$ cat config.mk
export PLATFORM = sky130hd
export DESIGN_NAME = epc_panel
export DESIGN_NICKNAME = d
export VERILOG_FILES = /design/src/epc_pkg.sv /design/src/epc_db_if.sv /design/src/epc_panel.sv /design/src/epc_debounce.sv
export VERILOG_INCLUDE_DIRS = /design/src
export SDC_FILE = /design/constraint.sdc
export NUM_CORES = 1
export LEC_CHECK = 0
export BUFFER_PORTS_ARGS = -buffer_cell sky130_fd_sc_hd__buf_2
export CORE_AREA = 4 4 163 165
export CTS_BUF_LIST = sky130_fd_sc_hd__clkbuf_8
export DETAILED_ROUTE_END_ITERATION = 10
export DIE_AREA = 0 0 167 169
export GPL_TIMING_DRIVEN = 0
export PLACE_DENSITY = 0.82
export SYNTH_ARGS = -nofsm -noshare
export SYNTH_HDL_FRONTEND = slang
export SYNTH_HIERARCHICAL = 1
export SYNTH_SLANG_ARGS = --single-unit
$ cat constraint.sdc
create_clock -name i_clk -period 5.8 [get_ports i_clk]
set_input_delay 1.16 -clock i_clk [delete_from_list [all_inputs] [get_ports i_clk]]
set_output_delay 1.16 -clock i_clk [all_outputs]
set_load 0.01 [all_outputs]
$ cat src/epc_defines.svh
`ifndef EPC_DEFINES_SVH
`define EPC_DEFINES_SVH

// clock and timing
`define EPC_CLK_PERIOD_NS   40
`define EPC_DEBOUNCE_MS     20
`define EPC_FLASH_HALF_MS   500
`define EPC_NS_PER_MS       1000000
`define EPC_DEBOUNCE_CYCLES ((`EPC_DEBOUNCE_MS * `EPC_NS_PER_MS) / `EPC_CLK_PERIOD_NS)
`define EPC_HALF_SEC_CYCLES ((`EPC_FLASH_HALF_MS * `EPC_NS_PER_MS) / `EPC_CLK_PERIOD_NS)
`define EPC_DB_CNT_W        20
`define EPC_HALF_CNT_W      24
`define EPC_OVR_CNT_W       17

// debounced input positions
`define EPC_IN_N            5
`define EPC_IN_RIGHT        0
`define EPC_IN_UP           1
`define EPC_IN_DOWN         2
`define EPC_IN_ENTER        3
`define EPC_IN_SWITCH       4

// switch input function codes
`define EPC_SWF_NONE        2'h0
`define EPC_SWF_OVERRIDE    2'h1
`define EPC_SWF_ALERT       2'h2
`define EPC_SWF_THERMO      2'h3

// display selection codes
`define EPC_DISP_STATE      2'h0
`define EPC_DISP_PRESSURE   2'h1
`define EPC_DISP_PURGE_TIME 2'h2

// menu
`define EPC_ITEM_W          4
`define EPC_ITEM_EXIT       4'h0
`define EPC_ITEM_OVR_CODE   4'h1
`define EPC_ITEM_MASTER     4'h2

// code entry, four bcd digits
`define EPC_CODE_W          16
`define EPC_OVR_CODE_RESET  16'h0002
`define EPC_MASTER_RESET    16'h0001
`define EPC_DIGIT_MAX       4'h9
`define EPC_CURSOR_W        2
`define EPC_DIGIT_W         4
`define EPC_D0_LSB          12
`define EPC_D1_LSB          8
`define EPC_D2_LSB          4
`define EPC_D3_LSB          0

// override time limit of zero means no limit
`define EPC_OVR_UNLIMITED   16'h0000

`endif

$ cat src/epc_pkg.sv
package epc_pkg;

  typedef enum logic [5:0] {
    EPC_M_OP        = 6'h01,
    EPC_M_OVR_CODE  = 6'h02,
    EPC_M_OVERRIDE  = 6'h04,
    EPC_M_MENU_CODE = 6'h08,
    EPC_M_MENU      = 6'h10,
    EPC_M_EDIT      = 6'h20
  } epc_mode_type;

  typedef struct packed {
    logic [4:0]        sync1;
    logic [4:0]        sync2;
    logic [4:0]        level;
    logic [4:0]        press;
    logic [4:0][19:0]  cnt;
  } epc_db_state_type;

  typedef struct packed {
    epc_mode_type mode;
    logic [1:0]   cursor;
    logic [15:0]  digits;
    logic [15:0]  ovr_code;
    logic [15:0]  master_code;
    logic [3:0]   menu_item;
    logic [1:0]   disp_sel;
    logic         deactivating;
    logic         key_ovr;
    logic         alert;
    logic         cooling;
    logic [23:0]  half_cnt;
    logic         flash;
    logic [16:0]  ovr_cnt;
    logic         confirm;
    logic [15:0]  param_value;
    logic         lamp_red;
    logic         lamp_green;
    logic         lamp_blue;
    logic         relays_closed;
    logic         prot_ok;
  } epc_panel_state_type;

endpackage

$ cat src/epc_db_if.sv
`timescale 1ns/1ps
interface epc_db_if;
  logic [4:0] level;
  logic [4:0] press;
  modport src (output level, output press);
  modport dst (input level, input press);
endinterface

$ cat src/epc_panel.sv
`timescale 1ns/1ps
`include "epc_defines.svh"
module epc_panel #(
  parameter logic [19:0] P_DB_CYCLES   = 20'(`EPC_DEBOUNCE_CYCLES),
  parameter logic [23:0] P_HALF_CYCLES = 24'(`EPC_HALF_SEC_CYCLES)
) (
  input  wire logic        i_clk,
  input  wire logic        i_rst,
  input  wire logic        i_btn_right,
  input  wire logic        i_btn_up,
  input  wire logic        i_btn_down,
  input  wire logic        i_btn_enter,
  input  wire logic        i_ext_switch,
  input  wire logic [1:0]  i_sw_func,
  input  wire logic        i_sw_positive,
  input  wire logic [15:0] i_override_max_s,
  input  wire logic        i_purging,
  input  wire logic        i_purge_done,
  input  wire logic        i_pressure_low,
  input  wire logic        i_pressure_high,
  output logic      [5:0]  o_mode,
  output logic             o_lamp_red,
  output logic             o_lamp_green,
  output logic             o_lamp_blue,
  output logic             o_relay1_closed,
  output logic             o_relay2_closed,
  output logic             o_valve_open,
  output logic             o_alert,
  output logic             o_protection_ok_indication,
  output logic      [1:0]  o_display_sel,
  output logic      [3:0]  o_menu_item,
  output logic      [1:0]  o_cursor,
  output logic      [15:0] o_entry_digits,
  output logic             o_param_confirm,
  output logic      [15:0] o_param_value
);

  epc_db_if db ();

  epc_debounce #(
    .P_DB_CYCLES (P_DB_CYCLES)
  ) u_debounce (
    .i_clk    (i_clk),
    .i_rst    (i_rst),
    .i_right  (i_btn_right),
    .i_up     (i_btn_up),
    .i_down   (i_btn_down),
    .i_enter  (i_btn_enter),
    .i_switch (i_ext_switch),
    .db       (db.src)
  );

  // one bcd digit stepped up or down with wrap
  function automatic logic [3:0] digit_step(input logic [3:0] d,
                                            input logic       up);
    logic [3:0] r;
    r = d;
    if (up) begin
      r = (d >= `EPC_DIGIT_MAX) ? 4'h0 : d + 4'h1;
    end else begin
      r = (d == 4'h0) ? `EPC_DIGIT_MAX : d - 4'h1;
    end
    return r;
  endfunction

  // step the digit under the cursor, leftmost digit is cursor 0
  function automatic logic [15:0] code_step(input logic [15:0] c,
                                            input logic [1:0]  cur,
                                            input logic        up);
    logic [15:0] r;
    r = c;
    case (cur)
      2'h0: begin
        r[`EPC_D0_LSB +: `EPC_DIGIT_W] =
          digit_step(c[`EPC_D0_LSB +: `EPC_DIGIT_W], up);
      end
      2'h1: begin
        r[`EPC_D1_LSB +: `EPC_DIGIT_W] =
          digit_step(c[`EPC_D1_LSB +: `EPC_DIGIT_W], up);
      end
      2'h2: begin
        r[`EPC_D2_LSB +: `EPC_DIGIT_W] =
          digit_step(c[`EPC_D2_LSB +: `EPC_DIGIT_W], up);
      end
      default: begin
        r[`EPC_D3_LSB +: `EPC_DIGIT_W] =
          digit_step(c[`EPC_D3_LSB +: `EPC_DIGIT_W], up);
      end
    endcase
    return r;
  endfunction

  // software override limit reached; zero limit never expires
  function automatic logic timed_out(input logic [15:0] max_s,
                                     input logic [16:0] cnt);
    logic r;
    r = 1'b0;
    if (max_s != `EPC_OVR_UNLIMITED) begin
      r = (cnt >= {max_s, 1'b0});
    end
    return r;
  endfunction

  epc_pkg::epc_panel_state_type s;
  epc_pkg::epc_panel_state_type next_s;

  logic        p_right;
  logic        p_up;
  logic        p_down;
  logic        p_enter;
  logic        sw_on;
  logic        sw_armed;
  logic        tick;
  logic        sw_ovr;
  logic        ovr_active;
  logic        ovr_expired;
  logic        normal_op;

  // debounced press pulses
  assign p_right = db.press[`EPC_IN_RIGHT];
  assign p_up    = db.press[`EPC_IN_UP];
  assign p_down  = db.press[`EPC_IN_DOWN];
  assign p_enter = db.press[`EPC_IN_ENTER];

  // switch polarity and arming
  assign sw_on = i_sw_positive ? db.level[`EPC_IN_SWITCH]
                               : ~db.level[`EPC_IN_SWITCH];
  assign normal_op = i_purge_done && !i_purging;
  assign sw_armed  = normal_op;

  // override timing in half-second steps
  assign tick      = (s.half_cnt >= P_HALF_CYCLES - 24'h000001);
  assign ovr_expired = timed_out(i_override_max_s, s.ovr_cnt);
  assign sw_ovr    = (s.mode == epc_pkg::EPC_M_OVERRIDE) ||
                     (s.mode == epc_pkg::EPC_M_OVR_CODE && s.deactivating);
  assign ovr_active = sw_ovr || s.key_ovr;

  // mode sequencing, code entry and lamp decode
  always_comb begin
    next_s = s;
    next_s.confirm = 1'b0;
    next_s.half_cnt = tick ? '0 : s.half_cnt + 24'h000001;
    if (tick) begin
      next_s.flash = ~s.flash;
    end

    // switch functions; none leaves all three low
    next_s.key_ovr = sw_armed && (i_sw_func == `EPC_SWF_OVERRIDE)
                     && sw_on;
    next_s.alert   = sw_armed && (i_sw_func == `EPC_SWF_ALERT)
                     && sw_on;
    next_s.cooling = sw_armed && (i_sw_func == `EPC_SWF_THERMO)
                     && sw_on;

    // override timer, held at its top so it never wraps
    if (!sw_ovr) begin
      next_s.ovr_cnt = '0;
    end else if (tick && s.ovr_cnt != '1) begin
      next_s.ovr_cnt = s.ovr_cnt + 17'h00001;
    end

    case (s.mode)
      // operation: override request, info display, menu entry
      epc_pkg::EPC_M_OP: begin
        if (p_up) begin
          next_s.mode = epc_pkg::EPC_M_OVR_CODE;
          next_s.digits = '0;
          next_s.cursor = '0;
          next_s.deactivating = 1'b0;
        end else if (p_down) begin
          next_s.disp_sel = (s.disp_sel == `EPC_DISP_PURGE_TIME)
                            ? `EPC_DISP_STATE
                            : s.disp_sel + 2'h1;
        end else if (p_enter) begin
          next_s.mode = epc_pkg::EPC_M_MENU_CODE;
          next_s.digits = '0;
          next_s.cursor = '0;
        end
      end

      // override: time limit or a new code entry to leave
      epc_pkg::EPC_M_OVERRIDE: begin
        if (ovr_expired) begin
          next_s.mode = epc_pkg::EPC_M_OP;
        end else if (p_up) begin
          next_s.mode = epc_pkg::EPC_M_OVR_CODE;
          next_s.digits = '0;
          next_s.cursor = '0;
          next_s.deactivating = 1'b1;
        end
      end

      // digit entry shared by both codes and parameter edit
      epc_pkg::EPC_M_OVR_CODE,
      epc_pkg::EPC_M_MENU_CODE,
      epc_pkg::EPC_M_EDIT: begin
        if (s.deactivating && s.mode == epc_pkg::EPC_M_OVR_CODE &&
            ovr_expired) begin
          next_s.mode = epc_pkg::EPC_M_OP;
          next_s.deactivating = 1'b0;
        end else if (p_right) begin
          next_s.cursor = s.cursor + 2'h1;
        end else if (p_up) begin
          next_s.digits = code_step(s.digits, s.cursor, 1'b1);
        end else if (p_down) begin
          next_s.digits = code_step(s.digits, s.cursor, 1'b0);
        end else if (p_enter) begin
          next_s.cursor = '0;
          if (s.mode == epc_pkg::EPC_M_OVR_CODE) begin
            if (s.digits == s.ovr_code) begin
              next_s.mode = s.deactivating ? epc_pkg::EPC_M_OP
                                           : epc_pkg::EPC_M_OVERRIDE;
            end else begin
              next_s.mode = s.deactivating ? epc_pkg::EPC_M_OVERRIDE
                                           : epc_pkg::EPC_M_OP;
            end
            next_s.deactivating = 1'b0;
          end else if (s.mode == epc_pkg::EPC_M_MENU_CODE) begin
            next_s.mode = (s.digits == s.master_code)
                          ? epc_pkg::EPC_M_MENU
                          : epc_pkg::EPC_M_OP;
          end else begin
            next_s.mode = epc_pkg::EPC_M_MENU;
            next_s.confirm = 1'b1;
            next_s.param_value = s.digits;
            if (s.menu_item == `EPC_ITEM_OVR_CODE) begin
              next_s.ovr_code = s.digits;
            end
            if (s.menu_item == `EPC_ITEM_MASTER) begin
              next_s.master_code = s.digits;
            end
          end
        end
      end

      // menu: walk items, open edit or leave on item zero
      epc_pkg::EPC_M_MENU: begin
        if (p_up) begin
          next_s.menu_item = s.menu_item + 4'h1;
        end else if (p_down) begin
          next_s.menu_item = s.menu_item - 4'h1;
        end else if (p_enter) begin
          if (s.menu_item == `EPC_ITEM_EXIT) begin
            next_s.mode = epc_pkg::EPC_M_OP;
          end else begin
            next_s.mode = epc_pkg::EPC_M_EDIT;
            next_s.digits = '0;
            next_s.cursor = '0;
          end
        end
      end

      // unknown code falls back to operation
      default: begin
        next_s.mode = epc_pkg::EPC_M_OP;
      end
    endcase

    // lamp colour by priority, yellow = red+green, purple = red+blue
    next_s.lamp_red = 1'b0;
    next_s.lamp_green = 1'b0;
    next_s.lamp_blue = 1'b0;
    next_s.relays_closed = 1'b0;
    if (ovr_active) begin
      next_s.lamp_red = 1'b1;
      next_s.lamp_blue = 1'b1;
      next_s.relays_closed = 1'b1;
    end else if (s.mode == epc_pkg::EPC_M_MENU ||
                 s.mode == epc_pkg::EPC_M_EDIT ||
                 s.mode == epc_pkg::EPC_M_MENU_CODE) begin
      next_s.lamp_blue = 1'b1;
    end else if (i_pressure_high) begin
      next_s.lamp_red = s.flash;
    end else if (s.alert || (normal_op && i_pressure_low)) begin
      next_s.lamp_red = 1'b1;
    end else if (i_purging) begin
      next_s.lamp_red = 1'b1;
      next_s.lamp_green = 1'b1;
    end else if (normal_op) begin
      next_s.lamp_green = s.cooling ? s.flash : 1'b1;
      next_s.relays_closed = 1'b1;
    end else begin
      next_s.lamp_red = 1'b1;
    end
    // protection ok while either override holds the relays
    next_s.prot_ok = sw_ovr && s.mode == epc_pkg::EPC_M_OVERRIDE ||
                     s.key_ovr || (sw_ovr && s.deactivating);
  end

  // single state register
  always_ff @(posedge i_clk or posedge i_rst) begin
    if (i_rst) begin
      s <= '0;
      s.mode <= epc_pkg::EPC_M_OP;
      // factory codes come back on every reset
      s.ovr_code <= `EPC_OVR_CODE_RESET;
      s.master_code <= `EPC_MASTER_RESET;
      s.disp_sel <= `EPC_DISP_STATE;
      s.menu_item <= `EPC_ITEM_EXIT;
    end else begin
      s <= next_s;
    end
  end

  // outputs straight from the state register
  assign o_mode          = s.mode;
  assign o_lamp_red      = s.lamp_red;
  assign o_lamp_green    = s.lamp_green;
  assign o_lamp_blue     = s.lamp_blue;
  assign o_relay1_closed = s.relays_closed;
  assign o_relay2_closed = s.relays_closed;
  assign o_valve_open    = s.cooling;
  assign o_alert         = s.alert;
  assign o_protection_ok_indication = s.prot_ok;
  assign o_display_sel   = s.disp_sel;
  assign o_menu_item     = s.menu_item;
  assign o_cursor        = s.cursor;
  assign o_entry_digits  = s.digits;
  assign o_param_confirm = s.confirm;
  assign o_param_value   = s.param_value;

endmodule

$ cat src/epc_debounce.sv
`timescale 1ns/1ps
`include "epc_defines.svh"
module epc_debounce #(
  parameter logic [19:0] P_DB_CYCLES = 20'(`EPC_DEBOUNCE_CYCLES)
) (
  input  wire logic  i_clk,
  input  wire logic  i_rst,
  input  wire logic  i_right,
  input  wire logic  i_up,
  input  wire logic  i_down,
  input  wire logic  i_enter,
  input  wire logic  i_switch,
  epc_db_if.src      db
);

  epc_pkg::epc_db_state_type s;
  epc_pkg::epc_db_state_type next_s;

  // two-stage sync, then a level must hold for the debounce time
  always_comb begin
    next_s = s;
    next_s.sync1 = {i_switch, i_enter, i_down, i_up, i_right};
    next_s.sync2 = s.sync1;
    next_s.press = '0;
    for (int i = 0; i < `EPC_IN_N; i++) begin
      if (s.sync2[i] == s.level[i]) begin
        next_s.cnt[i] = '0;
      end else if (s.cnt[i] >= P_DB_CYCLES - 20'h00001) begin
        next_s.cnt[i] = '0;
        next_s.level[i] = s.sync2[i];
        next_s.press[i] = s.sync2[i];
      end else begin
        next_s.cnt[i] = s.cnt[i] + 20'h00001;
      end
    end
  end

  always_ff @(posedge i_clk or posedge i_rst) begin
    if (i_rst) begin
      s <= '0;
    end else begin
      s <= next_s;
    end
  end

  assign db.level = s.level;
  assign db.press = s.press;

endmodule

==> results.toml <==
[global_routing]
grt_remaining_overflow = 0
track_usage = 0.214
antenna_found_initial = 1
grt_max_degree = 101
grt_pass1_vias = 10700
grt_first_pass_wirelength_um = 51400

[placement]
dp_hpwl_um = 21200
dpl-instance-area_mm2 = 0.0145
io_buffers = 84
place_congestion = 0.894
placed_cells = 1790

[power]
p_leak_nw = 7.05
p_per_area_mw_per_mm2 = 310
finalPower_mw = 4.77
peakVddDrop_mv = 0.214

[worst_setup_path]
timing.reg2reg.setup_slack_ns = 2.20
cp.arrival_ns = 4.38
cp-end-kind = "flip-flop"
path_max_fanout = 6
required_ns = 6.25
crit_type = "in -> reg"
cp-start-kind = "primary input"

[sta]
timing.fmax_mhz = 254
setup_violations = 0
rsz0062_at_grt = "no"
skew_ns = 0.0304
worst_pin_slew_ns = 1.25
hold_viol = 0
finalMaxSlewViolations = 0
slew_headroom = 0.155
fin_crit_ns = 3.93
period_share = 0.678

[clock_tree]
cts_num_sinks = 249
cts_max_level = 2
cts-buffers-inserted = 43
clk_pin_slew_ns = 0.06
clk_latency_ns = 0.54
cts_buffer_depth = 3
cts_hold_buf = 0
cts_tree = "yes"
cts_setup_buffers = 0
clockRootBuffer = "clkbuf_8"
ctsResizeCount = 0

[worst_hold_path]
hold_path_class = "reg -> reg"

[die]
coreArea_mm2 = 0.0250
ios = 85
die_area_mm2 = 0.0282
die_h_um = 169
start_util = 0.544
rows = 58
die_w_um = 167

[layout]
multi_input_area_mm2 = 0.00652
fin_area_mm2 = 0.0154
regArea_mm2 = 0.00623
syn_to_final_growth_pct = 12.8
fin_nets = 1579
drive_gt1_frac = 0.196
nFillCells = 2074
layout.cells.non_filler = 1864

[route]
drc = 0
highest_layer = "met5"
met1Wirelength_um = 12400
viasPerCell = 5.71
drt_iter0_drc = 717
postRouteAntennaNets = 0
met3_length_um = 1920
vias = 10600
route.met2.wl_um = 14800
drt-total-wl_um = 29900
dr.pass1.iters = 5
wl_per_cell_um = 16.0

[synthesis]
syn-mean-instance-area_um2 = 9.95
synthCells = 1370
ys_warn_count = 6
synth_area_mm2 = 0.0136

[status]
run_status = "finished clean"

[run]
drv_cap = 0
[state kept, by name (all words and copies together) (netlist names), 2 cells and up]
register             count
u_debounce/db.level      5
o_display_sel            2
o_entry_digits          16
o_cursor                 2
o_menu_item              4
u_debounce/db.press      4
s                       76
o_mode                   6
u_debounce/next_s        5
o_param_value           16
u_debounce/s           105
[layout by cell type, fill, tap and decap left out, drive strengths merged, types with 7 or more instances in the layout]
cell and instances:
or4 12, and4 11, dfrtp 246, or4b 7, nor2 149, a21oi 63
nand4 48, o22ai 9, or2 9, nand3 68, xor2 66, o21ai 38
o41ai 10, xnor2 78, a31oi 13, nor4 29, inv 84, o21bai 9
ha 44, clkbuf 91, nor3 31, nand2 64, buf 154, o31ai 13
or3 19, mux2 59, a21o 8, nor2b 8, and3 12
[power by group]
part           internal [mW]  switching (mW)
Clock                  0.844           0.682
Sequential              1.85           0.118
Combinational          0.528           0.743
Total                   3.22            1.54
[per-layer routing]
layer  up-vias  track usage
met5         -            0
met4         2       0.0704
met3        72       0.0411
met2       355        0.370
met1      5160        0.271
li1       5050            -
[path summary, 6_finish.rpt]
path | cells after the start | endpoint | start
setup / recovery | 10 | o_entry_digits[2]$_DFFE_PP0P_ | i_override_max_s[13]
setup reg to reg | 8 | o_entry_digits[2]$_DFFE_PP0P_ | s[36]$_DFFE_PP0P_
max in group asynchronous | 3 | o_param_value[7]$_DFFE_PP0P_ | i_rst
hold reg to reg | 0 | u_debounce/s[111]$_DFF_PP0_ | u_debounce/next_s[111]$_DFF_PP0_
hold / removal | 0 | u_debounce/s[111]$_DFF_PP0_ | u_debounce/next_s[111]$_DFF_PP0_
min in group asynchronous | 2 | u_debounce/s[51]$_DFF_PP0_ | i_rst
[final cells by class]
type / count / share of cell area
Inverter: 71 / 0.0180
Tap cell: 330 / 0.0269
Timing Repair Buffer: 86 / 0.0309
Clock buffer: 55 / 0.0492
Clock inverter: 18 / 0.00480
Antenna cell: 1 / 0.000163
Buffer: 104 / 0.0408
Multi-Input combinational cell: 950 / 0.424
Sequential cell: 249 / 0.405
[critical path, cell delays in order]
cell and delay (ns):
buf_2 0.09, inv_1 0.04, ha_1 0.30, a21o_1 0.18, a21o_1 0.17, a22o_1 0.24
o311ai_0 1.05, nand3_1 0.49, or2_2 0.45, o21ai_0 0.20
[metrics by stage]
stage | hold WS (ns) | TNS [ns] | worst slack [ns] | utilization
2_1_floorplan | 0.331 | 0 | 1.18 | -
3_3_place_gp | 0.335 | -43.34 | -0.346 | 0.578
3_5_place_dp | 0.335 | 0 | 1.31 | 0.581
4_1_cts | 0.347 | 0 | 1.88 | 0.614
5_1_grt | 0.358 | 0 | 1.65 | 0.614
6_report | 0.345 | 0 | 1.87 | 0.614
Note: power is estimated with default switching activity, not from simulation.
